<file path="src/design/apms_pkg.sv">
// Package of constants for the analog pin mode select block
package apms_pkg;
	localparam logic [3:0] APMS_ADDR_LOW = 4'h0;
	localparam logic [3:0] APMS_ADDR_HIGH = 4'h4;
	localparam logic [15:0] APMS_LOW_RESET = 16'h0000;
	localparam logic [7:0] APMS_HIGH_RESET = 8'h00;
	localparam int APMS_LOW_BITS = 16;
	localparam int APMS_HIGH_BITS = 8;
	localparam int APMS_PINS = 24;
endpackage

</file>
<file path="src/design/apms_cfg_if.sv">
// Interface carrying the pin mode vector between modules
`timescale 1ns/1ns
interface apms_cfg_if;
	logic [23:0] digital;
	modport src (output digital);
	modport dst (input digital);
endinterface

</file>
<file path="src/design/apms_pin_path.sv">
// Per-pin read gating and converter input selection
`timescale 1ns/1ns
module apms_pin_path
	import apms_pkg::*;
(
	input wire logic mclk,
	input wire logic resetn,
	apms_cfg_if.dst cfg,
	input wire logic [23:0] pin_sync,
	input wire logic [4:0] channel_select,
	output logic [23:0] port_read,
	output logic converter_sample
);
	logic [23:0] next_port_read;

	genvar i;
	generate
		for (i = 0; i < APMS_PINS; i = i + 1)
		begin : g_pin
			// Analog pins read zero so the port never shows a stray level
			assign next_port_read[i] = cfg.digital[i] & pin_sync[i];
		end
	endgenerate

	always_ff @(posedge mclk)
	begin
		if (!resetn)
			port_read <= 24'h000000;
		else
			port_read <= next_port_read;
	end

	// Out-of-range channel reads ground, same as a digital pin
	always_ff @(posedge mclk)
	begin
		if (!resetn)
			converter_sample <= 1'b0;
		else if (channel_select >= 5'(APMS_PINS))
			converter_sample <= 1'b0;
		else if (cfg.digital[channel_select])
			converter_sample <= 1'b0;
		else
			converter_sample <= pin_sync[channel_select];
	end
endmodule

</file>
<file path="src/design/apms_top.sv">
// Top of the analog pin mode select block with register port
//
// The register addresses and the strobed register port are this design's own decisions.
`timescale 1ns/1ns
module apms_top
	import apms_pkg::*;
#(
	parameter int LOW_BITS = APMS_LOW_BITS,
	parameter int HIGH_BITS = APMS_HIGH_BITS
)
(
	input wire logic mclk,
	input wire logic resetn,
	input wire logic [3:0] reg_addr,
	input wire logic [15:0] reg_wdata,
	input wire logic reg_write,
	input wire logic reg_read,
	output logic [15:0] reg_rdata,
	input wire logic [23:0] pin_level,
	input wire logic [4:0] channel_select,
	output logic [23:0] port_read,
	output logic converter_sample,
	output logic [23:0] pin_digital
);
	logic [15:0] pin_digital_select_low;
	logic [7:0] pin_digital_select_high;
	logic [23:0] pin_meta;
	logic [23:0] pin_sync;
	apms_cfg_if cfg ();

	// Ports and carrier are fixed at the documented split, refuse others
	generate
		if (LOW_BITS != APMS_LOW_BITS || HIGH_BITS != APMS_HIGH_BITS)
		begin : g_bad_split
			$error("pin split not supported");
		end
		if (LOW_BITS + HIGH_BITS != APMS_PINS)
		begin : g_bad_count
			$error("pin count mismatch");
		end
	endgenerate

	// Pins are asynchronous; first stage feeds only the second
	always_ff @(posedge mclk)
	begin
		if (!resetn)
		begin
			pin_meta <= 24'h000000;
			pin_sync <= 24'h000000;
		end
		else
		begin
			pin_meta <= pin_level;
			pin_sync <= pin_meta;
		end
	end

	always_ff @(posedge mclk)
	begin
		if (!resetn)
			pin_digital_select_low <= APMS_LOW_RESET;
		else if (reg_write && reg_addr == APMS_ADDR_LOW)
			pin_digital_select_low <= reg_wdata;
	end

	always_ff @(posedge mclk)
	begin
		if (!resetn)
			pin_digital_select_high <= APMS_HIGH_RESET;
		else if (reg_write && reg_addr == APMS_ADDR_HIGH)
			pin_digital_select_high <= reg_wdata[7:0];
	end

	always_ff @(posedge mclk)
	begin
		if (!resetn)
			reg_rdata <= 16'h0000;
		else if (reg_read)
		begin
			case (reg_addr)
				APMS_ADDR_LOW: reg_rdata <= pin_digital_select_low;
				APMS_ADDR_HIGH: reg_rdata <= {8'h00, pin_digital_select_high};
				default: reg_rdata <= 16'h0000;
			endcase
		end
		else
			reg_rdata <= 16'h0000;
	end

	assign cfg.digital = {pin_digital_select_high, pin_digital_select_low};

	always_ff @(posedge mclk)
	begin
		if (!resetn)
			pin_digital <= 24'h000000;
		else
			pin_digital <= cfg.digital;
	end

	apms_pin_path u_path (
		.mclk(mclk),
		.resetn(resetn),
		.cfg(cfg),
		.pin_sync(pin_sync),
		.channel_select(channel_select),
		.port_read(port_read),
		.converter_sample(converter_sample)
	);

	chk_high_upper_zero: assert property (
		@(posedge mclk) disable iff (!resetn)
		$past(reg_read) && $past(reg_addr) == APMS_ADDR_HIGH
		|-> reg_rdata[15:8] == 8'h00
		) else $error("upper byte not zero");
	chk_low_write_read: assert property (
		@(posedge mclk) disable iff (!resetn)
		reg_write && reg_addr == APMS_ADDR_LOW ##1 reg_read
		&& reg_addr == APMS_ADDR_LOW && !reg_write
		|=> reg_rdata == $past(reg_wdata, 2)
		) else $error("low readback wrong");
	chk_analog_read_zero: assert property (
		@(posedge mclk) disable iff (!resetn)
		(port_read & ~pin_digital) == 24'h000000
		) else $error("analog pin seen on port");
	chk_digital_read_pin: assert property (
		@(posedge mclk) disable iff (!resetn)
		resetn |=> port_read == ($past(cfg.digital) & $past(pin_sync))
		) else $error("digital pin not read");
	chk_reset_analog: assert property (
		@(posedge mclk)
		!resetn |=> pin_digital_select_low == 16'h0000
		&& pin_digital_select_high == 8'h00
		) else $error("reset not analog");
	chk_reset_outputs: assert property (
		@(posedge mclk)
		!resetn |=> port_read == 24'h000000 && pin_digital == 24'h000000
		&& !converter_sample && reg_rdata == 16'h0000
		) else $error("outputs not cleared by reset");
	chk_digital_ground: assert property (
		@(posedge mclk) disable iff (!resetn)
		channel_select < 5'h18 && cfg.digital[channel_select]
		|=> !converter_sample
		) else $error("digital channel not grounded");
	chk_analog_sample: assert property (
		@(posedge mclk) disable iff (!resetn)
		channel_select < 5'h18 && !cfg.digital[channel_select]
		|=> converter_sample == $past(pin_sync[channel_select])
		) else $error("analog sample wrong");
	chk_unmapped_zero: assert property (
		@(posedge mclk) disable iff (!resetn)
		reg_read && reg_addr != APMS_ADDR_LOW && reg_addr != APMS_ADDR_HIGH
		|=> reg_rdata == 16'h0000
		) else $error("unmapped read not zero");

	chk_low_write_take: assert property (
		@(posedge mclk) disable iff (!resetn)
		reg_write && reg_addr == APMS_ADDR_LOW
		|=> pin_digital_select_low == $past(reg_wdata)
		) else $error("low write not taken");
	chk_high_write_mask: assert property (
		@(posedge mclk) disable iff (!resetn)
		reg_write && reg_addr == APMS_ADDR_HIGH
		|=> pin_digital_select_high == $past(reg_wdata[7:0])
		) else $error("high write not masked");
	chk_low_hold: assert property (
		@(posedge mclk) disable iff (!resetn)
		!(reg_write && reg_addr == APMS_ADDR_LOW)
		|=> $stable(pin_digital_select_low)
		) else $error("low register changed without write");
	chk_high_hold: assert property (
		@(posedge mclk) disable iff (!resetn)
		!(reg_write && reg_addr == APMS_ADDR_HIGH)
		|=> $stable(pin_digital_select_high)
		) else $error("high register changed without write");

	chk_low_readback: assert property (
		@(posedge mclk) disable iff (!resetn)
		reg_read && reg_addr == APMS_ADDR_LOW
		|=> reg_rdata == $past(pin_digital_select_low)
		) else $error("low read data wrong");
	chk_high_readback: assert property (
		@(posedge mclk) disable iff (!resetn)
		reg_read && reg_addr == APMS_ADDR_HIGH
		|=> reg_rdata == {8'h00, $past(pin_digital_select_high)}
		) else $error("high read data wrong");
	chk_idle_rdata: assert property (
		@(posedge mclk) disable iff (!resetn)
		!reg_read
		|=> reg_rdata == 16'h0000
		) else $error("read data outside read cycle");

	chk_vector_mirror: assert property (
		@(posedge mclk) disable iff (!resetn)
		resetn
		|=> pin_digital == $past(cfg.digital)
		) else $error("pin vector not mirrored");
	chk_meta_only: assert property (
		@(posedge mclk) disable iff (!resetn)
		resetn
		|=> pin_sync == $past(pin_meta)
		) else $error("pin synchroniser skipped");
	chk_pin_two_stage: assert property (
		@(posedge mclk) disable iff (!resetn)
		$past(resetn) && $past(resetn, 2) && $past(resetn, 3)
		|-> port_read
		== ($past(cfg.digital) & $past(pin_level, 3))
		) else $error("port read latency wrong");
	chk_range_ground: assert property (
		@(posedge mclk) disable iff (!resetn)
		channel_select >= 5'h18
		|=> !converter_sample
		) else $error("out of range channel not grounded");

	// One mux check per channel keeps each failure tied to its pin
	genvar n;
	generate
		for (n = 0; n < APMS_PINS; n = n + 1)
		begin : g_chk
			chk_channel_mux: assert property (
				@(posedge mclk) disable iff (!resetn)
				channel_select == 5'(n) |=> converter_sample
				== (!$past(cfg.digital[n]) && $past(pin_sync[n]))
				) else $error("channel mux wrong");
		end
	endgenerate

	cov_digital_set: cover property (
		@(posedge mclk) disable iff (!resetn)
		reg_write && reg_addr == APMS_ADDR_LOW && reg_wdata != 16'h0000);
	cov_high_write: cover property (
		@(posedge mclk) disable iff (!resetn)
		reg_write && reg_addr == APMS_ADDR_HIGH && reg_wdata[15:8] != 8'h00);
	cov_analog_sample: cover property (
		@(posedge mclk) disable iff (!resetn)
		!cfg.digital[channel_select] && converter_sample);
	cov_back_to_back: cover property (
		@(posedge mclk) disable iff (!resetn)
		reg_write ##1 reg_read && reg_addr == APMS_ADDR_LOW);
	cov_ground_channel: cover property (
		@(posedge mclk) disable iff (!resetn)
		channel_select < 5'h18 && cfg.digital[channel_select]
		&& pin_sync[channel_select]);
endmodule

</file>
<file path="config.mk">
export PLATFORM = sky130hd
export DESIGN_NAME = apms_top
export DESIGN_NICKNAME = d
export VERILOG_FILES = /design/src/design/apms_pkg.sv /design/src/design/apms_cfg_if.sv /design/src/design/apms_pin_path.sv /design/src/design/apms_top.sv
export SDC_FILE = /design/constraint.sdc
export NUM_CORES = 1
export LEC_CHECK = 0
export BUFFER_PORTS_ARGS = -buffer_cell sky130_fd_sc_hd__buf_2
export CAP_MARGIN = 10
export CORE_AREA = 2 2 83 116
export CTS_BUF_LIST = sky130_fd_sc_hd__clkbuf_4 sky130_fd_sc_hd__clkbuf_8 sky130_fd_sc_hd__clkbuf_16
export DETAILED_ROUTE_END_ITERATION = 12
export DIE_AREA = 0 0 85 118
export PLACE_DENSITY = 0.71
export SYNTH_ARGS = -nofsm -noshare
export SYNTH_HDL_FRONTEND = slang
export SYNTH_SLANG_ARGS = --single-unit
</file>
<file path="constraint.sdc">
create_clock -name mclk -period 2.57 [get_ports mclk]
set_clock_uncertainty 0.05 [all_clocks]
set_input_delay 0.257 -clock mclk [delete_from_list [all_inputs] [get_ports mclk]]
set_output_delay 0.257 -clock mclk [all_outputs]
set_load 0.05 [all_outputs]
</file>
## After elaboration in Yosys (flattened, before gate mapping)

Index checks and enable logic that the tools add are counted.

| storage, ports and cells | value |
|---|---|
| input port bits | 53 |
| output and inout port bits | 65 |
| register bits | 137 |

| operators by class | value |
|---|---|
| equal/unequal tests | 1 |
| bitwise logic cells | 25 |
| reduce and logical (&&, ||, !) cells | 5 |
| order comparisons | 2 |
| multiplexer cells | 5 |

Operator list:

| cell | count |
|---|---|
| 16-bit one-hot mux with 2 select lines | 1 |
| 1-bit AND | 24 |
| 1-bit binary-select mux with 5-bit select | 2 |
| 5-bit by 6-bit less-than comparator with 1-bit output (second input constant) | 1 |
| 5-bit >= comparator (second input constant) | 1 |
| 4-bit by 3-bit equality test with 1-bit output (second input constant) | 1 |
| 4-bit logical NOT | 1 |
| 3-bit OR reduction | 1 |
| 1-bit logical AND | 2 |
| 1-bit two-way mux | 2 |
| 2-bit AND reduction | 1 |
| 1-bit inverter | 1 |

## Depth between registers and ports, before layout

Gate-level depths: netlist of the first run.

| logic depth | value |
|---|---|
| depth in word-level cells | 3 |
| depth in mapped cells | 6 |

## Modules after synthesis

A second synthesis of the first run with hierarchy kept.

| unflattened totals | value |
|---|---|
| cells, all modules | 385 |
| area, all modules | 4395.5 um^2 |

By module, submodules not included:

| module | sequential area each (um^2) | area an instance (um^2) | cells an instance | instances |
|---|---|---|---|---|
| apms_top | 2242.2 | 3313.2 | 283 | 1 |
| apms_pin_path | 500.5 | 1082.3 | 102 | 1 |

## Least setup slack after synthesis of the first run

Ideal clock, no wire load.

| timing | value |
|---|---|
| path type | reg2reg |
| from | register pin_sync[9] |
| to | register u_path.converter_sample |
| data arrival time | 1.126 ns |
| required time | 2.390 ns |
| clock period less this slack | 1.306 ns |
| cell stages (with the launch flop) | 5 |
| library setup time | 0.130 ns |
| setup slack | 1.264 ns |
| cell sequence | dfxtp_1 nor2b_1 mux4_1 a22oi_1 nand4_1 |

| between the ends | value |
|---|---|
| longest elaborated chain between the ends | 2 |

RTL lines:

| what | line | RTL |
|---|---|---|
| start: declaration | apms_top.sv:28 | `logic [23:0] pin_sync;` |
| start signal: assignment | apms_top.sv:54 | `pin_sync <= pin_meta;` |
| 1-bit binary-select mux with 5-bit select | apms_pin_path.sv:43 | `converter_sample <= pin_sync[channel_select];` |
| 1-bit two-way mux (not written as such) | apms_pin_path.sv:43 |  |
| end signal: assignment | apms_pin_path.sv:43 |  |
| end: declaration | apms_pin_path.sv:12 | `output logic converter_sample` |

Every way passes these cells. The select of a mux whose other input is x is not followed.
A chain may end at the register's enable or synchronous reset.

## Worst setup path in the final report of the first run

| timing | value |
|---|---|
| from | register pin_digital_select_low[5] |
| to | register u_path.converter_sample |

| between the ends | value |
|---|---|
| longest elaborated chain between the ends | 3 |

RTL lines:

| what | line | RTL |
|---|---|---|
| start: declaration | apms_top.sv:25 | `logic [15:0] pin_digital_select_low;` |
| start signal: assignment | apms_top.sv:63 | `pin_digital_select_low <= reg_wdata;` |
| 1-bit binary-select mux with 5-bit select | apms_pin_path.sv:40 | `else if (cfg.digital[channel_select])` |
| 1-bit two-way mux (not written as such) | apms_pin_path.sv:40 |  |
| 3-bit OR reduction (no line) | -- |  |

Every way passes these cells. The select of a mux whose other input is x is not followed.

==> results.cfg, run 1 <==
[status]
outcome = complete, no violations

[route]
drt-vias-per-instance = 4.822
postRouteAntennaNets = 0
drc = 0
drt_iter0_markers = 175
route.vias.total = 3144
firstDrtPassIters = 4
post_drt_wl_per_cell_um = 13.47
wl_um = 8781

[cells_and_area]
area_growth_pct = 31.10
stdcell_count = 652
design_area_um2 = 5744
final_core_util_pct = 63.99
diodes = 0
final_nets = 586
drive_above_1_share_pct = 29.17

[worst_hold_path]
hp-class = input port to register
whs_path_depth = 2
whs_endpoint = pin_meta[1]
hold_path.startpoint = pin_level[1]

[yosys]
yosysWarnings = 0
ys_ff_latch = 137
avgSynthCellArea_um2 = 10.90
synthFlopType = dfxtp_1
synth_edf_count = 0
synth_nets = 455
ys_top_cells_by_area = dfxtp_1, and2_1, nand2_1, and3_1, nor2b_1
synth_top_area_share_pct = 62.59
netlist_instances = 402
synth_cell_types = 27
yosysTopAreaCell = dfxtp_1
syn_area_um2 = 4382
async_flop_share_pct = 0
synthTopCellsByCount = dfxtp_1, and2_1, nand2_1
synth.most_common_cell = dfxtp_1
ys_seq_area_share_pct = 62.59

[clock_network]
cts_max_level = 4
cts-resized-gates = 0
post-cts-setup-buffer-count = 0
clock_sinks = 137
cts_tree = done
clock_tree.buffer_depth = 2
hold_buffers = 8
insertion_delay_ns = 0.40
numCtsBuffers = 17
cts.root.buffer_cell = clkbuf_16
clk_pin_slew_ns = 0.05

[placed_design]
placed_cells = 611
hpwlAfterDp_um = 6350
place_area_um2 = 5031
port_buffers = 117
place_ws_ns = 0.7839
routabilityCongestion = 0.7820

[sta]
timing.hold.ws_ns = 0.009882
tns_ns = 0
maxSlewHeadroom_pct = 62.52
finalSetupViolCount = 0
hold_viol = 0
tightest_slew_ns = 0.5622
fin_crit_sh_pct = 55.88
max_freq_mhz = 696.3
min_period_ns = 1.436
setup_ws_ns = 1.134
maxSlewViolCount = 0
rsz0062_at_grt = no

[power_and_ir_drop]
p_switching_mw = 0.9115
seq_power_share_pct = 45.5
power_mw = 4.807
ir_worst_vdd_v = 0.0006209
pwr-share-comb_pct = 3.7
p_int_mw = 3.895
leakage_nw = 2.662
power_frac_clock_pct = 50.8
p_sw_share_pct = 18.96
p_per_area_nw_per_um2 = 836.8

[global_routing]
grt_util_all_layers_pct = 18.20
grt_max_degree = 38
grt_antenna_before_repair = 0
grt_first_pass_wirelength_um = 14080
grt_pass1_vias = 2998
grt_overflow = 0

[setup_path]
cpPeakStageDelay_ns = 0.47
critPathLaunchType = register
path_cells = nor2b_1 > mux4_2 > a22oi_1 > nand4_1
cpMaxStageDelayCell = mux4_2
r2r_slack_ns = 1.13
reg2reg_depth = 4
setup.worst_path.class = register to register
cp_top_family = multiplexers
reg2reg_from = pin_digital_select_low[5]
critPathArrivalTime_ns = 1.66
rr_endpoint = u_path.converter_sample
worstPathMaxFanout = 5
critPathBufInv = 0
crit_required_ns = 2.80
critPathCaptureType = register

[floorplanning]
placementRows = 41
initial_core_util_pct = 48.81
die_y_um = 118
coreArea_um2 = 8977
die_x_um = 85
ioPinCount = 118
design.die.area_um2 = 10030

[run]
maxCapViolations = 0
-- layer usage --
metal	share of wire, %	GRT usage (%)	up-vias
met1	41	20.45	1443
met2	50	29.98	103
li1	-	-	1585
met5	0	0	-
met4	1.9	8.135	0
met3	6.7	7.293	13
-- worst max-delay path by stage --
stage	end	cells past startpoint	startpoint	slack, ns
CTS	u_path.converter_sample	4	pin_digital_select_low[4]	1.13
finish	u_path.converter_sample	4	pin_digital_select_low[5]	1.13
global route	pin_digital_select_low[10]	6	reg_addr[1]	1.00
detailed placement	pin_digital_select_low[13]	6	reg_addr[1]	0.78
global placement	pin_digital_select_low[8]	6	reg_addr[1]	0.86
floorplan	u_path.converter_sample	4	pin_sync[9]	1.26
-- registers in the layout, summed over array words and instances, names as in the netlist --
signal and count:
reg_rdata 16, pin_meta 24, u_path.converter_sample 1, pin_digital_select_high 8, pin_digital 24, pin_digital_select_low 16, pin_sync 24, u_path.port_read 24
-- power groups by stage --
stage,combinational [mW],clock [mW],sequential [mW]
3_3_place_gp,0.165,0,2.23
3_5_place_dp,0.168,0,2.23
2_1_floorplan,0.0877,0,2.24
4_1_cts,0.178,2.48,2.19
5_1_grt,0.197,2.59,2.19
6_report,0.178,2.44,2.19
-- worst register-to-register path, stage by stage (launching register included) --
cell	delay, ns
dfxtp_1	0.43
nor2b_1	0.07
mux4_2	0.47
a22oi_1	0.20
nand4_1	0.10
-- logic make-up after synthesis --
logic type	after synthesis	share of synthesized area [%]
AOI/OAI and AO/OA	40	6.596
muxes	4	2.142
buffers and inverters	20	2.456
DFF	137	62.59
and+or+nand+nor	201	26.21
-- layout by cell type, fill, tap and decap left out, types with 5 or more instances in the layout --
cell type,instances
a22oi_1,10
a21boi_0,13
buf_4,5
dfxtp_1,137
a21boi_1,11
buf_2,117
and2_1,81
dlygate4sd3_1,10
nand2_1,43
nor2b_1,16
clkbuf_16,17
and3_1,25
nand3_1,8
nor2_1,11
-- area by class of cell --
class / instances / area [um2]
fillers: 696 / 3233
flip-flops and latches: 137 / 2743
multi-input cells: 245 / 1531
repair buffers: 132 / 723.2
clock buffers: 23 / 495.5
well taps: 107 / 133.9
clock inverters: 8 / 117.6
Note: power is estimated with default switching activity, not from simulation.
==> run 2, diff against run 1 <==
--- a/config.mk
+++ b/config.mk
@@ -7,11 +7,11 @@
 export LEC_CHECK = 0
 export BUFFER_PORTS_ARGS = -buffer_cell sky130_fd_sc_hd__buf_2
 export CAP_MARGIN = 10
-export CORE_AREA = 2 2 83 116
+export CORE_AREA = 2 2 86 121
 export CTS_BUF_LIST = sky130_fd_sc_hd__clkbuf_4 sky130_fd_sc_hd__clkbuf_8 sky130_fd_sc_hd__clkbuf_16
 export DETAILED_ROUTE_END_ITERATION = 12
-export DIE_AREA = 0 0 85 118
-export PLACE_DENSITY = 0.71
+export DIE_AREA = 0 0 88 123
+export PLACE_DENSITY = 0.69
 export SYNTH_ARGS = -nofsm -noshare
 export SYNTH_HDL_FRONTEND = slang
 export SYNTH_SLANG_ARGS = --single-unit
==> constraint.sdc (replaced) <==
create_clock -name mclk -period 1.2 [get_ports mclk]
set_clock_uncertainty 0.05 [all_clocks]
set_input_delay 0.12 -clock mclk [delete_from_list [all_inputs] [get_ports mclk]]
set_output_delay 0.12 -clock mclk [all_outputs]
set_load 0.05 [all_outputs]
==> results.cfg, run 2 (synthesis gave the netlist of run 1 again) <==
[status]
outcome = finished, violations left
violations = negative setup slack

[global_routing]
grt_antenna_before_repair = 0
grt_overflow = 0
grt_pass1_vias = 3360
grt_util_all_layers_pct = 20.44
grt_first_pass_wirelength_um = 16120
grt_max_degree = 44

[clock_network]
cts.root.buffer_cell = clkbuf_16
cts_tree = done
clock_sinks = 137
cts_max_level = 4
insertion_delay_ns = 0.41
numCtsBuffers = 17
post-cts-setup-buffer-count = 0
clock_tree.buffer_depth = 2
clk_pin_slew_ns = 0.06

[route]
drt_iter0_markers = 183
drc = 0
drt-vias-per-instance = 4.556
wl_um = 10510
post_drt_wl_per_cell_um = 14.05
firstDrtPassIters = 4
postRouteAntennaNets = 0
route.vias.total = 3408

[cells_and_area]
diodes = 0
final_cell_mix = dfxtp_1, buf_2, and2_1
layout.area.seq_um2 = 2744
final_common_cell = dfxtp_1
fillerInstances = 758
final_nets = 653
final_core_util_pct = 66.32
area_growth_pct = 47.40
drive_above_1_share_pct = 32.63
multi_input_area_um2 = 1533

[floorplanning]
ioPinCount = 118
initial_core_util_pct = 45.00
die_x_um = 88
placementRows = 43
die_y_um = 123
design.die.area_um2 = 10820
coreArea_um2 = 9738

[power_and_ir_drop]
leakage_nw = 3.001
p_sw_share_pct = 19.28
p_switching_mw = 2.113
p_per_area_nw_per_um2 = 1697
p_int_mw = 8.845
seq_power_share_pct = 42.7
power_frac_clock_pct = 52.5
pwr-share-comb_pct = 4.8
ir_worst_vdd_v = 0.001287

[sta]
max_freq_mhz = 727.5
finalSetupViolCount = 1
tightest_slew_ns = 0.3297
timing.hold.ws_ns = 0.04733
hold_viol = 0
fin_crit_sh_pct = 114.5
setup_ws_ns = -0.1746
min_period_ns = 1.375
rsz0062_at_grt = yes
maxSlewViolCount = 0
maxSlewHeadroom_pct = 77.83

[placed_design]
routabilityCongestion = 0.9077
port_buffers = 117
hpwlAfterDp_um = 7186

[run]
maxCapViolations = 0

[setup_path]
critPathArrivalTime_ns = 1.61
crit_required_ns = 1.43
critPathCaptureType = register
worstPathMaxFanout = 2
setup.worst_path.class = register to register
critPathLaunchType = register

[worst_hold_path]
hp-class = input port to register
## run 2: worst paths after layout
| check | slack, ns | depth (start not counted) | start | to |
|---|---|---|---|---|
| setup / recovery | -0.17 | 4 | pin_sync[11] | u_path.converter_sample |
| hold reg to reg | 0.38 | 1 | pin_meta[5] | pin_sync[5] |
| hold / removal | 0.05 | 3 | channel_select[2] | u_path.converter_sample |
| setup reg to reg | -0.17 | 4 | pin_sync[11] | u_path.converter_sample |
## run 2: metrics by stage
step                      instances  instance area, um2  total power [mW]  setup slack (ns)  TNS [ns]
after floorplan                 402                4378             4.983          -0.07023  -0.07023
after global placement          676                5378             5.193           -0.2143    -4.105
after detailed placement        676                5378             5.200           -0.2007    -4.405
after CTS                       748                6459             11.06           -0.1673   -0.1673
after global routing            748                6459             11.30           -0.2239   -0.2239
final                           748                6459             10.96           -0.1746   -0.1746
## run 2: power groups by stage
stage | clock network (mW) | registers (mW) | logic (mW)
finish | 5.75 | 4.68 | 0.531
CTS | 5.85 | 4.68 | 0.529
floorplan | 0 | 4.79 | 0.188
detailed placement | 0 | 4.77 | 0.427
global placement | 0 | 4.77 | 0.423
global route | 6.03 | 4.68 | 0.581
## run 2: critical path: stages, from the launching register on
cell     delay (ns)
dfxtp_1        0.30
nor2b_1        0.12
mux4_2         0.48
a22oi_2        0.18
nand4_1        0.11
## run 2: final cells by class
type                            count  share of cell area, %
Clock buffer                       21                  7.439
Sequential cell                   137                  42.48
Tap cell                          135                  2.615
Clock inverter                     11                  2.964
Timing Repair Buffer              199                  20.77
Multi-Input combinational cell    245                  23.73
## run 2: layer usage
metal	vias to the layer above	GRT usage [%]	share of wire, %
li1	1723	-	-
met4	0	10.29	1.7
met5	-	0	0
met2	126	32.91	50
met3	12	5.808	5.6
met1	1547	24.80	42
## run 2: timing repair
action,CTS,global route
hold buffers,40,0
endpoints found under the setup margin,2,1
gates resized for setup,3,0
hold endpoints to repair,48,0
==> run 3, diff against run 2 <==
--- a/config.mk
+++ b/config.mk
@@ -5,13 +5,15 @@
 export SDC_FILE = /design/constraint.sdc
 export NUM_CORES = 1
 export LEC_CHECK = 0
+export ABC_AREA = 1
 export BUFFER_PORTS_ARGS = -buffer_cell sky130_fd_sc_hd__buf_2
 export CAP_MARGIN = 10
-export CORE_AREA = 2 2 86 121
+export CORE_AREA = 2 2 87 122
 export CTS_BUF_LIST = sky130_fd_sc_hd__clkbuf_4 sky130_fd_sc_hd__clkbuf_8 sky130_fd_sc_hd__clkbuf_16
 export DETAILED_ROUTE_END_ITERATION = 12
-export DIE_AREA = 0 0 88 123
-export PLACE_DENSITY = 0.69
+export DIE_AREA = 0 0 89 124
+export PLACE_DENSITY = 0.68
+export REMOVE_ABC_BUFFERS = 1
 export SYNTH_ARGS = -nofsm -noshare
 export SYNTH_HDL_FRONTEND = slang
 export SYNTH_SLANG_ARGS = --single-unit
==> results.cfg, run 3 <==
[yosys]
synth_edf_count = 0
syn_area_um2 = 4446
synthTopCellsByCount = dfxtp_1, inv_1, nand2_1
yosysTopAreaCell = dfxtp_1
synth.most_common_cell = dfxtp_1
async_flop_share_pct = 0
avgSynthCellArea_um2 = 8.615
synthFlopType = dfxtp_1
synth_top_area_share_pct = 61.69
ys_top_cells_by_area = dfxtp_1, inv_1, nand2_1, nand3_1, a21oi_1
ys_ff_latch = 137
yosysWarnings = 0
netlist_instances = 516
ys_seq_area_share_pct = 61.69
synth_cell_types = 20

[route]
drt_iter0_markers = 197
post_drt_wl_per_cell_um = 12.39
drt-vias-per-instance = 4.475
firstDrtPassIters = 4
postRouteAntennaNets = 0
route.vias.total = 3741
wl_um = 10360
drc = 0

[cells_and_area]
final_common_cell = dfxtp_1
final_cell_mix = dfxtp_1, inv_1, buf_2
diodes = 0
drive_above_1_share_pct = 24.82
final_nets = 741
final_core_util_pct = 63.79
area_growth_pct = 42.05
design_area_um2 = 6315

[setup_path]
critPathArrivalTime_ns = 1.00
crit_required_ns = 1.03
setup.worst_path.class = register to primary output
cp_top_family = flip-flops
critPathCaptureType = primary output
critPathLaunchType = register
cpPeakStageDelay_ns = 0.33
critPathBufInv = 1
worstPathMaxFanout = 1
cpMaxStageDelayCell = dfxtp_1
path_cells = buf_2

[clock_network]
clock_tree.buffer_depth = 2
post-cts-setup-buffer-count = 0
cts_tree = done
numCtsBuffers = 17
cts.root.buffer_cell = clkbuf_16
insertion_delay_ns = 0.42
cts_max_level = 4
clk_pin_slew_ns = 0.05
clock_sinks = 137

[power_and_ir_drop]
leakage_nw = 3.276
ir_worst_vdd_v = 0.001088
p_per_area_nw_per_um2 = 1740
power_mw = 10.99

[global_routing]
grt_util_all_layers_pct = 19.47
grt_pass1_vias = 3581
grt_max_degree = 37
grt_antenna_before_repair = 0
gr-usage-met2_pct = 33.40
met3_usage_pct = 7.025
grt_overflow = 0
grtUsageMet1_pct = 20.29
grt_first_pass_wirelength_um = 15860
grt_busiest_layer = met2

[sta]
timing.hold.ws_ns = 0.09005
hold_viol = 0
tns_ns = 0
maxSlewViolCount = 0
tightest_slew_ns = 0.3474
fin_crit_sh_pct = 97.63
maxSlewHeadroom_pct = 76.78
finalSetupViolCount = 0
max_freq_mhz = 853.5
min_period_ns = 1.172

[floorplanning]
placementRows = 43
die_y_um = 124
initial_core_util_pct = 44.91
coreArea_um2 = 9899
design.die.area_um2 = 11040
ioPinCount = 118
die_x_um = 89

[worst_hold_path]
hp-class = input port to register

[placed_design]
routabilityCongestion = 0.7820
hpwlAfterDp_um = 6759
port_buffers = 117
place_area_um2 = 5172

[run]
maxCapViolations = 0

[status]
outcome = complete, no violations
-- run 3: cell types whose count changed after synthesis, sizes merged, moves of 16 or more --
| cell | delta |
|---|---|
| inv | +135 |
| and2 | -81 |
| nand3 | +40 |
| nand2 | +32 |
| and3 | -25 |
| a21boi | -24 |
| nor2 | +24 |
| o21ai | +23 |
| a21oi | +21 |
| nor2b | -16 |
-- run 3: power breakdown --
part           internal (mW)  leakage, nW  total (mW)  switching (mW)
registers               4.66         1.12        4.70          0.0425
logic                  0.282         1.84       0.618           0.335
clock network           3.81        0.315        5.67            1.86
-- run 3: layer usage --
layer | vias to the layer above | part of all wire, %
met2 | 125 | 52
met5 | - | 0
li1 | 1880 | -
met1 | 1705 | 39
met4 | 0 | 3.3
met3 | 31 | 5.3
-- run 3: worst paths after layout --
check,startpoint,end,slack [ns],cells after the start
hold / removal,channel_select[2],u_path.converter_sample,0.09,5
setup reg to reg,pin_digital_select_high[7],u_path.converter_sample,0.13,7
hold reg to reg,pin_meta[22],pin_sync[22],0.36,2
setup / recovery,reg_rdata[6],reg_rdata[6],0.03,1
-- run 3: cell type report --
class	instances	area, um2
repair buffers	173	1184
inverters	135	509.2
clock buffers	20	460.4
clock inverters	12	196.4
fillers	872	3585
well taps	135	168.9
flip-flops and latches	137	2743
multi-input cells	224	1054
-- run 3: logic make-up (layout without fill, tap and decap cells) --
logic type | after synthesis | in the layout | share of synthesized area, %
and+or+nand+nor | 167 | 167 | 16.97
buffers and inverters | 155 | 340 | 14.61
DFF | 137 | 137 | 61.69
AOI/OAI and AO/OA | 57 | 57 | 6.727
-- run 3: tightest hold or removal path, cell delays in order --
cell     delay (ns)
buf_2          0.13
nand3_2        0.08
nand3_2        0.06
nand3_2        0.07
a21oi_2        0.04
-- run 3: what timing repair did --
| item | in CTS | in global routing |
|---|---|---|
| hold endpoints to repair | 50 | 0 |
| hold buffers | 46 | 0 |
| gates resized for setup | 4 | 6 |
| endpoints found under the setup margin | 4 | 6 |
| gates cloned | 0 | 0 |
-- run 3: metrics by stage --
stage	std cells	worst slack [ns]
2_1_floorplan	496	0.07829
3_3_place_gp	758	0.02769
3_5_place_dp	758	-0.02430
4_1_cts	836	0.002544
5_1_grt	836	-0.004684
6_report	836	0.02839
